### config.mk
export PLATFORM = sky130hd
export DESIGN_NAME = cvrt_top
export DESIGN_NICKNAME = d
export VERILOG_FILES = /design/src/cvrt_pkg.sv /design/src/cvrt_top.sv
export VERILOG_INCLUDE_DIRS = /design/src
export SDC_FILE = /design/constraint.sdc
export NUM_CORES = 1
export LEC_CHECK = 0
export ABC_AREA = 0
export BUFFER_PORTS_ARGS = -buffer_cell sky130_fd_sc_hd__buf_2
export CAP_MARGIN = 20
export CORE_ASPECT_RATIO = 0.8
export CORE_MARGIN = 10
export CORE_UTILIZATION = 40
export CTS_CLUSTER_SIZE = 8
export DETAILED_ROUTE_END_ITERATION = 7
export PLACE_DENSITY_LB_ADDON = 0.1
export SYNTH_ARGS = -nofsm -noshare
export SYNTH_HDL_FRONTEND = slang
export SYNTH_SLANG_ARGS = --single-unit
### constraint.sdc
create_clock -name clock -period 1.7 [get_ports clock]
set_input_delay 0.17 -clock clock [delete_from_list [all_inputs] [get_ports clock]]
set_output_delay 0.17 -clock clock [all_outputs]
set_load 0.03 [all_outputs]
### src/cvrt_defines.svh
// Register offsets, field positions and reset values of the converter result block
`ifndef CVRT_DEFINES_SVH
`define CVRT_DEFINES_SVH

`define CVRT_ADDR_W        4
`define CVRT_A_LOW         4'h0
`define CVRT_A_HIGH        4'h1
`define CVRT_A_CTLB        4'h2
`define CVRT_A_GATE        4'h3
`define CVRT_A_CTL         4'h4
`define CVRT_A_STATUS      4'h5
`define CVRT_A_MASK        4'h6

`define CVRT_CTL_EN        0
`define CVRT_CTL_AUTO      1
`define CVRT_CTL_LEFT      2
`define CVRT_CTL_START     3
`define CVRT_CTLB_CMP      6
`define CVRT_ST_DONE       0
`define CVRT_ST_OVR        1

`define CVRT_RES_W         10
`define CVRT_PIN_W         6
`define CVRT_EV_W          2
`define CVRT_RST_RESULT    10'h000
`define CVRT_RST_GATE      6'h00
`define CVRT_RST_BUF_EN    6'h3F
`define CVRT_RST_BYTE      8'h00
`define CVRT_RST_EV        2'h0

`endif

### src/cvrt_pkg.sv
// Types of the converter result and trigger block
`include "cvrt_defines.svh"
package cvrt_pkg;

    typedef enum logic [2:0] {
        CVRT_TRIG_FREE    = 3'b000,
        CVRT_TRIG_CMP     = 3'b001,
        CVRT_TRIG_EXT0    = 3'b010,
        CVRT_TRIG_T0_CMPA = 3'b011,
        CVRT_TRIG_T0_OVF  = 3'b100,
        CVRT_TRIG_T1_CMPB = 3'b101,
        CVRT_TRIG_T1_OVF  = 3'b110,
        CVRT_TRIG_T1_CAP  = 3'b111
    } cvrt_trig_e;

    typedef struct packed {
        logic [`CVRT_RES_W-1:0] result;
        logic                   lock;
        logic                   left;
        logic                   en;
        logic                   auto_en;
        logic                   busy;
        cvrt_trig_e             sel;
        logic                   cmp_mux;
        logic [`CVRT_PIN_W-1:0] gate;
        logic [`CVRT_EV_W-1:0]  status;
        logic [`CVRT_EV_W-1:0]  mask;
        logic                   trig_prev;
        logic [`CVRT_PIN_W-1:0] sync1;
        logic [`CVRT_PIN_W-1:0] sync2;
        logic [`CVRT_PIN_W-1:0] pin_value;
        logic [`CVRT_PIN_W-1:0] buf_en;
        logic [7:0]             rd_data;
        logic                   conv_start;
        logic                   irq;
    } cvrt_state_s;

endpackage

### src/cvrt_top.sv
// Result presentation, read interlock, auto trigger and pin input gating of the converter
`timescale 1ns/1ns
`default_nettype none
`include "cvrt_defines.svh"

module cvrt_top (
    input  wire logic                    clock,
    input  wire logic                    rst_n,
    input  wire logic [`CVRT_ADDR_W-1:0] addr,
    input  wire logic [7:0]              wr_data,
    input  wire logic                    wr_en,
    input  wire logic                    rd_en,
    output var  logic [7:0]              rd_data,
    input  wire logic                    conv_done,
    input  wire logic [`CVRT_RES_W-1:0]  conv_result,
    input  wire logic [7:1]              trig_flags,
    output var  logic                    conv_start,
    input  wire logic [`CVRT_PIN_W-1:0]  pin_raw,
    output var  logic [`CVRT_PIN_W-1:0]  pin_value,
    output var  logic [`CVRT_PIN_W-1:0]  pin_buf_en,
    output var  logic                    comparator_mux_enable,
    output var  logic                    irq
);
    import cvrt_pkg::*;

    localparam cvrt_state_s RST = '{
        result:     `CVRT_RST_RESULT,
        lock:       1'b0,
        left:       1'b0,
        en:         1'b0,
        auto_en:    1'b0,
        busy:       1'b0,
        sel:        CVRT_TRIG_FREE,
        cmp_mux:    1'b0,
        gate:       `CVRT_RST_GATE,
        status:     `CVRT_RST_EV,
        mask:       `CVRT_RST_EV,
        trig_prev:  1'b0,
        sync1:      `CVRT_RST_GATE,
        sync2:      `CVRT_RST_GATE,
        pin_value:  `CVRT_RST_GATE,
        buf_en:     `CVRT_RST_BUF_EN,
        rd_data:    `CVRT_RST_BYTE,
        conv_start: 1'b0,
        irq:        1'b0
    };

    cvrt_state_s r;
    cvrt_state_s next_r;

    logic                 lo_rd;
    logic                 hi_rd;
    logic                 ctl_wr;
    logic                 sw_start;
    logic                 en_now;
    logic                 trig_sig;
    logic                 trig_edge;
    logic                 upd;
    logic                 idle;
    logic                 free_restart;
    logic                 start;
    logic [`CVRT_EV_W-1:0] ev_set;
    logic [`CVRT_EV_W-1:0] ev_clr;
    logic [`CVRT_PIN_W-1:0] pin_gated;
    logic                 ref_flag;

    // Byte view of the held result, chosen live from the adjust bit
    function automatic logic [7:0] fmt_byte(input logic [`CVRT_RES_W-1:0] res,
                                            input logic                    left,
                                            input logic                    high);
        logic [7:0] b;
        if (left) begin
            b = high ? res[9:2] : {res[1:0], 6'h00};
        end else begin
            b = high ? {6'h00, res[9:8]} : res[7:0];
        end
        return b;
    endfunction

    // Free running has no flag of its own
    function automatic logic sel_flag(input cvrt_trig_e sel, input logic [7:1] flags);
        logic f;
        f = 1'b0;
        if (sel != CVRT_TRIG_FREE) begin
            f = flags[sel];
        end
        return f;
    endfunction

    assign lo_rd    = rd_en && (addr == `CVRT_A_LOW);
    assign hi_rd    = rd_en && (addr == `CVRT_A_HIGH);
    assign ctl_wr   = wr_en && (addr == `CVRT_A_CTL);
    assign sw_start = ctl_wr && wr_data[`CVRT_CTL_START];
    assign en_now   = ctl_wr ? wr_data[`CVRT_CTL_EN] : r.en;

    // Previous level follows whatever is selected, so a source switch can edge
    assign trig_sig  = sel_flag(r.sel, trig_flags);
    assign trig_edge = trig_sig & ~r.trig_prev;

    // High byte read in the same cycle releases the lock in time
    assign upd  = conv_done && (!r.lock || hi_rd);
    assign idle = !r.busy || conv_done;
    assign free_restart = conv_done && r.auto_en && (r.sel == CVRT_TRIG_FREE);
    // Triggers during a conversion are dropped, not queued
    assign start = en_now && idle
        && (sw_start || (r.auto_en && trig_edge) || free_restart);

    assign ev_set = {conv_done & ~upd, upd};
    assign ev_clr = (wr_en && addr == `CVRT_A_STATUS) ? wr_data[`CVRT_EV_W-1:0] : `CVRT_RST_EV;

    // One gate per analog pin; channels 6 and 7 carry no gate bit
    for (genvar p = 0; p < `CVRT_PIN_W; p++) begin : g_pin
        assign pin_gated[p] = r.sync2[p] & ~r.gate[p];
    end

    always_comb begin
        next_r = r;
        next_r.conv_start = start;
        next_r.busy = start | (r.busy & ~conv_done & en_now);
        next_r.trig_prev = trig_sig;
        if (upd) begin
            next_r.result = conv_result;
        end
        if (lo_rd) begin
            next_r.lock = 1'b1;
        end else if (hi_rd) begin
            next_r.lock = 1'b0;
        end
        // Set wins over a same-cycle write-one clear
        next_r.status = (r.status & ~ev_clr) | ev_set;
        if (ctl_wr) begin
            next_r.en = wr_data[`CVRT_CTL_EN];
            next_r.auto_en = wr_data[`CVRT_CTL_AUTO];
            next_r.left = wr_data[`CVRT_CTL_LEFT];
        end
        if (wr_en && addr == `CVRT_A_CTLB) begin
            next_r.cmp_mux = wr_data[`CVRT_CTLB_CMP];
            next_r.sel = cvrt_trig_e'(wr_data[2:0]);
        end
        if (wr_en && addr == `CVRT_A_GATE) begin
            next_r.gate = wr_data[`CVRT_PIN_W-1:0];
        end
        if (wr_en && addr == `CVRT_A_MASK) begin
            next_r.mask = wr_data[`CVRT_EV_W-1:0];
        end
        next_r.irq = |(next_r.status & next_r.mask);
        next_r.sync1 = pin_raw;
        next_r.sync2 = r.sync1;
        next_r.pin_value = pin_gated;
        next_r.buf_en = ~r.gate;
        next_r.rd_data = `CVRT_RST_BYTE;
        if (rd_en) begin
            unique case (addr)
                `CVRT_A_LOW:    next_r.rd_data = fmt_byte(r.result, r.left, 1'b0);
                `CVRT_A_HIGH:   next_r.rd_data = fmt_byte(r.result, r.left, 1'b1);
                `CVRT_A_CTLB:   next_r.rd_data = {1'b0, r.cmp_mux, 3'h0, r.sel};
                `CVRT_A_GATE:   next_r.rd_data = {2'h0, r.gate};
                `CVRT_A_CTL:    next_r.rd_data = {4'h0, r.busy, r.left, r.auto_en, r.en};
                `CVRT_A_STATUS: next_r.rd_data = {6'h00, r.status};
                `CVRT_A_MASK:   next_r.rd_data = {6'h00, r.mask};
                default:        next_r.rd_data = `CVRT_RST_BYTE;
            endcase
        end
    end

    always_ff @(posedge clock or negedge rst_n) begin
        if (!rst_n) begin
            r <= RST;
        end else begin
            r <= next_r;
        end
    end

    assign rd_data               = r.rd_data;
    assign conv_start            = r.conv_start;
    assign pin_value             = r.pin_value;
    assign pin_buf_en            = r.buf_en;
    assign comparator_mux_enable = r.cmp_mux;
    assign irq                   = r.irq;

    // Select table written out apart from the select function
    always_comb begin
        ref_flag = 1'b0;
        case (r.sel)
            CVRT_TRIG_FREE:    ref_flag = 1'b0;
            CVRT_TRIG_CMP:     ref_flag = trig_flags[1];
            CVRT_TRIG_EXT0:    ref_flag = trig_flags[2];
            CVRT_TRIG_T0_CMPA: ref_flag = trig_flags[3];
            CVRT_TRIG_T0_OVF:  ref_flag = trig_flags[4];
            CVRT_TRIG_T1_CMPB: ref_flag = trig_flags[5];
            CVRT_TRIG_T1_OVF:  ref_flag = trig_flags[6];
            CVRT_TRIG_T1_CAP:  ref_flag = trig_flags[7];
        endcase
    end
endmodule

`default_nettype wire

Word-level counts from Yosys, hierarchy flattened. Index checks and enable logic that the tools add are counted. Widths: inputs -> output; s select.

Register bits: 64. Input bits: 40. Output and inout port bits: 23.

$lt $le $gt $ge: 1. Equal/unequal tests: 6. Muxes and demuxes: 12. Bitwise gates (word level): 25. Reductions and logical operators: 25.

Operators by type and width (count): $pmux 8 s7 (1); $mux 8 (3); $logic_and 1x1->1 (14); $eq 4x3->1 const B (3); $and 1x1->1 (10); $not 1->1 (9); $eq 4x2->1 const B (2); $not 6->6 (1); $mux 1 (5); $and 2x2->2 (2); $eq 4x1->1 const B (1); $logic_not 4->1 (1); $logic_or 1x1->1 (4); $lt 3x4->1 const B (1); $mux 2 (2); $bmux 1 s3 (1); $logic_not 3->1 (1); $reduce_bool 3->1 (1); $logic_not 1->1 (2); $not 2->2 (1); $or 2x2->2 (1); $reduce_bool 2->1 (1); $reduce_or 2->1 (1); $or 1x1->1 (1).

Depth between registers and ports, before layout.
Word-level depth: 9. Mapped depth: 6. Gate-level depth less buffers: 4.

Worst setup path before layout. OpenSTA, ideal clock, no wires.

Path type: register to register. From: reg r[46] (netlist bit). To: reg r[49] (netlist bit). Setup time: 132 ps. Arrival time: 1589 ps. Data required time: 1568 ps. Setup slack: -21 ps. Stages on the path, launching flop included: 5. Period minus slack after synthesis: 1721 ps. Path through: dfrtp_1 mux2_2 mux4_2 a311oi_2 a21oi_1.

RTL lines: start: declaration (line cvrt_top.sv:48) `cvrt_state_s r;`; start signal: assignment (line cvrt_top.sv:170) `r <= next_r;`.

==> metrics <==
Startpoint Class=flop; Worst Hold Endpoint=r[63]$_DFFE_PN0P_; Final setup viols=2; VDD IR-drop max=0.000652 V; placed instance area=0.00310 mm²; die height=94.0 µm; class of the worst hold path=in2reg; total CTS buffers=9; Area contributors post-synth=dfrtp_1, mux2_2, dfstp_2; syn_area_per_cell=12.8 µm²; ANT cells=0; worst reg2reg startpoint=r[46]$_DFFE_PN0P_; Slew Limit Fails=0; post-synth top area cell=dfrtp_1; initial DRC count=57; first-pass GRT wire length=10.3 mm; commonest non-fill, non-tap cell in the layout=buf_2; Syn Nets=254; Max Freq=572 MHz; nets@finish=320; CTS HTree Levels=3; Ys Warns=0; Initial Util=0.421; HP Start=conv_result[9]; Horiz. Die Dim=112 µm; RSZ-0062 raised after global routing=true; design area=0.00339 mm²; Critical Path AT=1.96 ns; actual slew at the worst max-slew pin=0.478 ns; sequential area share after synthesis=0.588; Tmin final=1.75 ns; vias in the first global route=1974; CP Class=reg2reg; worst r2r dst=r[49]$_DFF_PN0_; Final Hold Violating Endpoints=0; Post-Route WL=6.09 mm; Critical Path Start=r[46]$_DFFE_PN0P_; CP max stage cell=mux4_2; Area growth syn-to-layout=23.9%; Synth Instances=214; clock sink total=64; Final Util=0.521; Post-synth top flop=dfrtp_1; via count=1807; I/O pin total=63; port buffer count=61; failing checks=setup timing; CP max stage delay=0.49 ns; Placeable Area=0.00651 mm²; clock root buffer=clkbuf_8; worst hold path stage count=2; flops & latches, synth=64; Post-synth EDFFs=0; Rows=26; R2R setup slack=-0.05 ns; setup ws final=-0.0489 ns; status=finished with violations; Max Cap Viol=0; Synth async-reset ratio=1.00; placer congestion estimate=0.812; Worst R2R Path Depth=4; Cell Chain, Critical Path=mux2_4 -> mux4_2 -> a311oi_2 -> a21oi_1; crit path capture type=flop; area of the multi-input gates=896 µm²; share of layout cells above drive strength 1=0.474; Longest Clk Path Bufs=2; CTS tree=done; Leak=1.63 nW; most frequent cells in the layout=buf_2, dfrtp_1, mux2_2, buf_4, inv_1; number of vias per cell=4.90; DIE AREA=0.0106 mm²; relative slew slack=0.681; critical-path maximum fanout=5; Synth top area share=0.530; Remaining Overflow, GRT=0; PwrDens=1260 mW/mm²; largest net degree at the start of global routing=65; cell area after synthesis=0.00274 mm²; # DRC=0; CTS clk-pin slew, worst paths=0.06 ns; DR WL/cell=16.5 µm; Clock Latency Late Sink=0.34 ns; fin crit share=1.03; Setup Skew=0.00614 ns; register area=0.00161 mm²; synth unique cells=40; Post-DP HPWL=4.58 mm; required time of the critical path=1.91 ns; post-route ant nets=0; drt first pass iters=4; fillers=591; initial antenna violation count=0; global-route usage over all layers=0.124
-- cell usage after synthesis, types with 4 or more instances --
| library cell | instances |
|---|---|
| nand2_1 | 4 |
| a21oi_1 | 4 |
| nand3_1 | 6 |
| dfrtp_1 | 58 |
| mux2_2 | 30 |
| nor2_1 | 7 |
| buf_4 | 21 |
| dfstp_2 | 6 |
| inv_1 | 13 |
| and3_1 | 4 |
| a22oi_1 | 4 |
| nor2b_1 | 8 |
| clkbuf_1 | 4 |
| mux2i_1 | 5 |
-- cell families after synthesis --
family	share of synthesized area
compound gates	0.0754
buf+inv	0.0877
flops	0.588
mux	0.158
simple gates	0.0910
-- state kept, by name, indices dropped and copies added, names as in the netlist --
| name | count |
|---|---|
| next_r | 6 |
| r | 35 |
| pin_value | 6 |
| pin_buf_en | 6 |
| conv_start | 1 |
| rd_data | 8 |
| comparator_mux_enable | 1 |
| irq | 1 |
-- per-stage QoR --
| step | hold slack, ns | instances | setup slack, ns | setup TNS, ns | total power (W) |
|---|---|---|---|---|---|
| detailed placement | 0.214 | 346 | -0.0609 | -0.108 | 0.00290 |
| finish | 0.0399 | 369 | -0.0489 | -0.0777 | 0.00427 |
| global route | 0.0255 | 369 | -0.126 | -0.230 | 0.00452 |
| CTS | 0.0270 | 369 | -0.0486 | -0.0866 | 0.00433 |
| global placement | 0.207 | 346 | -0.0231 | -0.0260 | 0.00288 |
| floorplan | -0.126 | 214 | 0.00462 | 0 | 0.00262 |
-- critical path, delay by kind of cell, from the launching register on --
family          cells  cell delay [ns]
compound gates      2             0.39
flops               1             0.44
mux                 2             0.80
-- metal layers --
| layer | GRT usage | part of all wire |
|---|---|---|
| met1 | 0.162 | 0.48 |
| met2 | 0.178 | 0.44 |
| met3 | 0.0568 | 0.069 |
| met4 | 0.0380 | 0.0089 |
| met5 | 0 | 0 |
-- worst max-delay path by stage --
stage and endpoint:
3_5_place_dp r[49]$_DFF_PN0_, 3_3_place_gp r[49]$_DFF_PN0_, 6_report r[49]$_DFF_PN0_, 2_1_floorplan r[49]$_DFF_PN0_
5_1_grt r[49]$_DFF_PN0_, 4_1_cts r[49]$_DFF_PN0_
-- power by group --
group          switching, W  total, W  leakage (nW)  internal [W]
clock              0.000567   0.00139         0.110      0.000820
combinational      0.000436  0.000867         0.747      0.000431
sequential         0.000200   0.00201         0.770       0.00181
total               0.00120   0.00427          1.63       0.00306
-- repair_timing --
action,4_1_cts,5_1_grt
pin swaps,1,1
hold buffers,7,0
gates resized for setup,3,0
buffers inserted,0,0
setup endpoints to repair,2,2
endpoints found under the hold margin,64,0
-- layout make-up --
class                           instances  area share
Inverter                               13      0.0144
Sequential cell                        64       0.475
Timing Repair Buffer                   84       0.153
Clock inverter                          6      0.0247
Tap cell                               84      0.0310
Multi-Input combinational cell        108       0.264
Clock buffer                           10      0.0376
(Power assumes the default switching activity.)
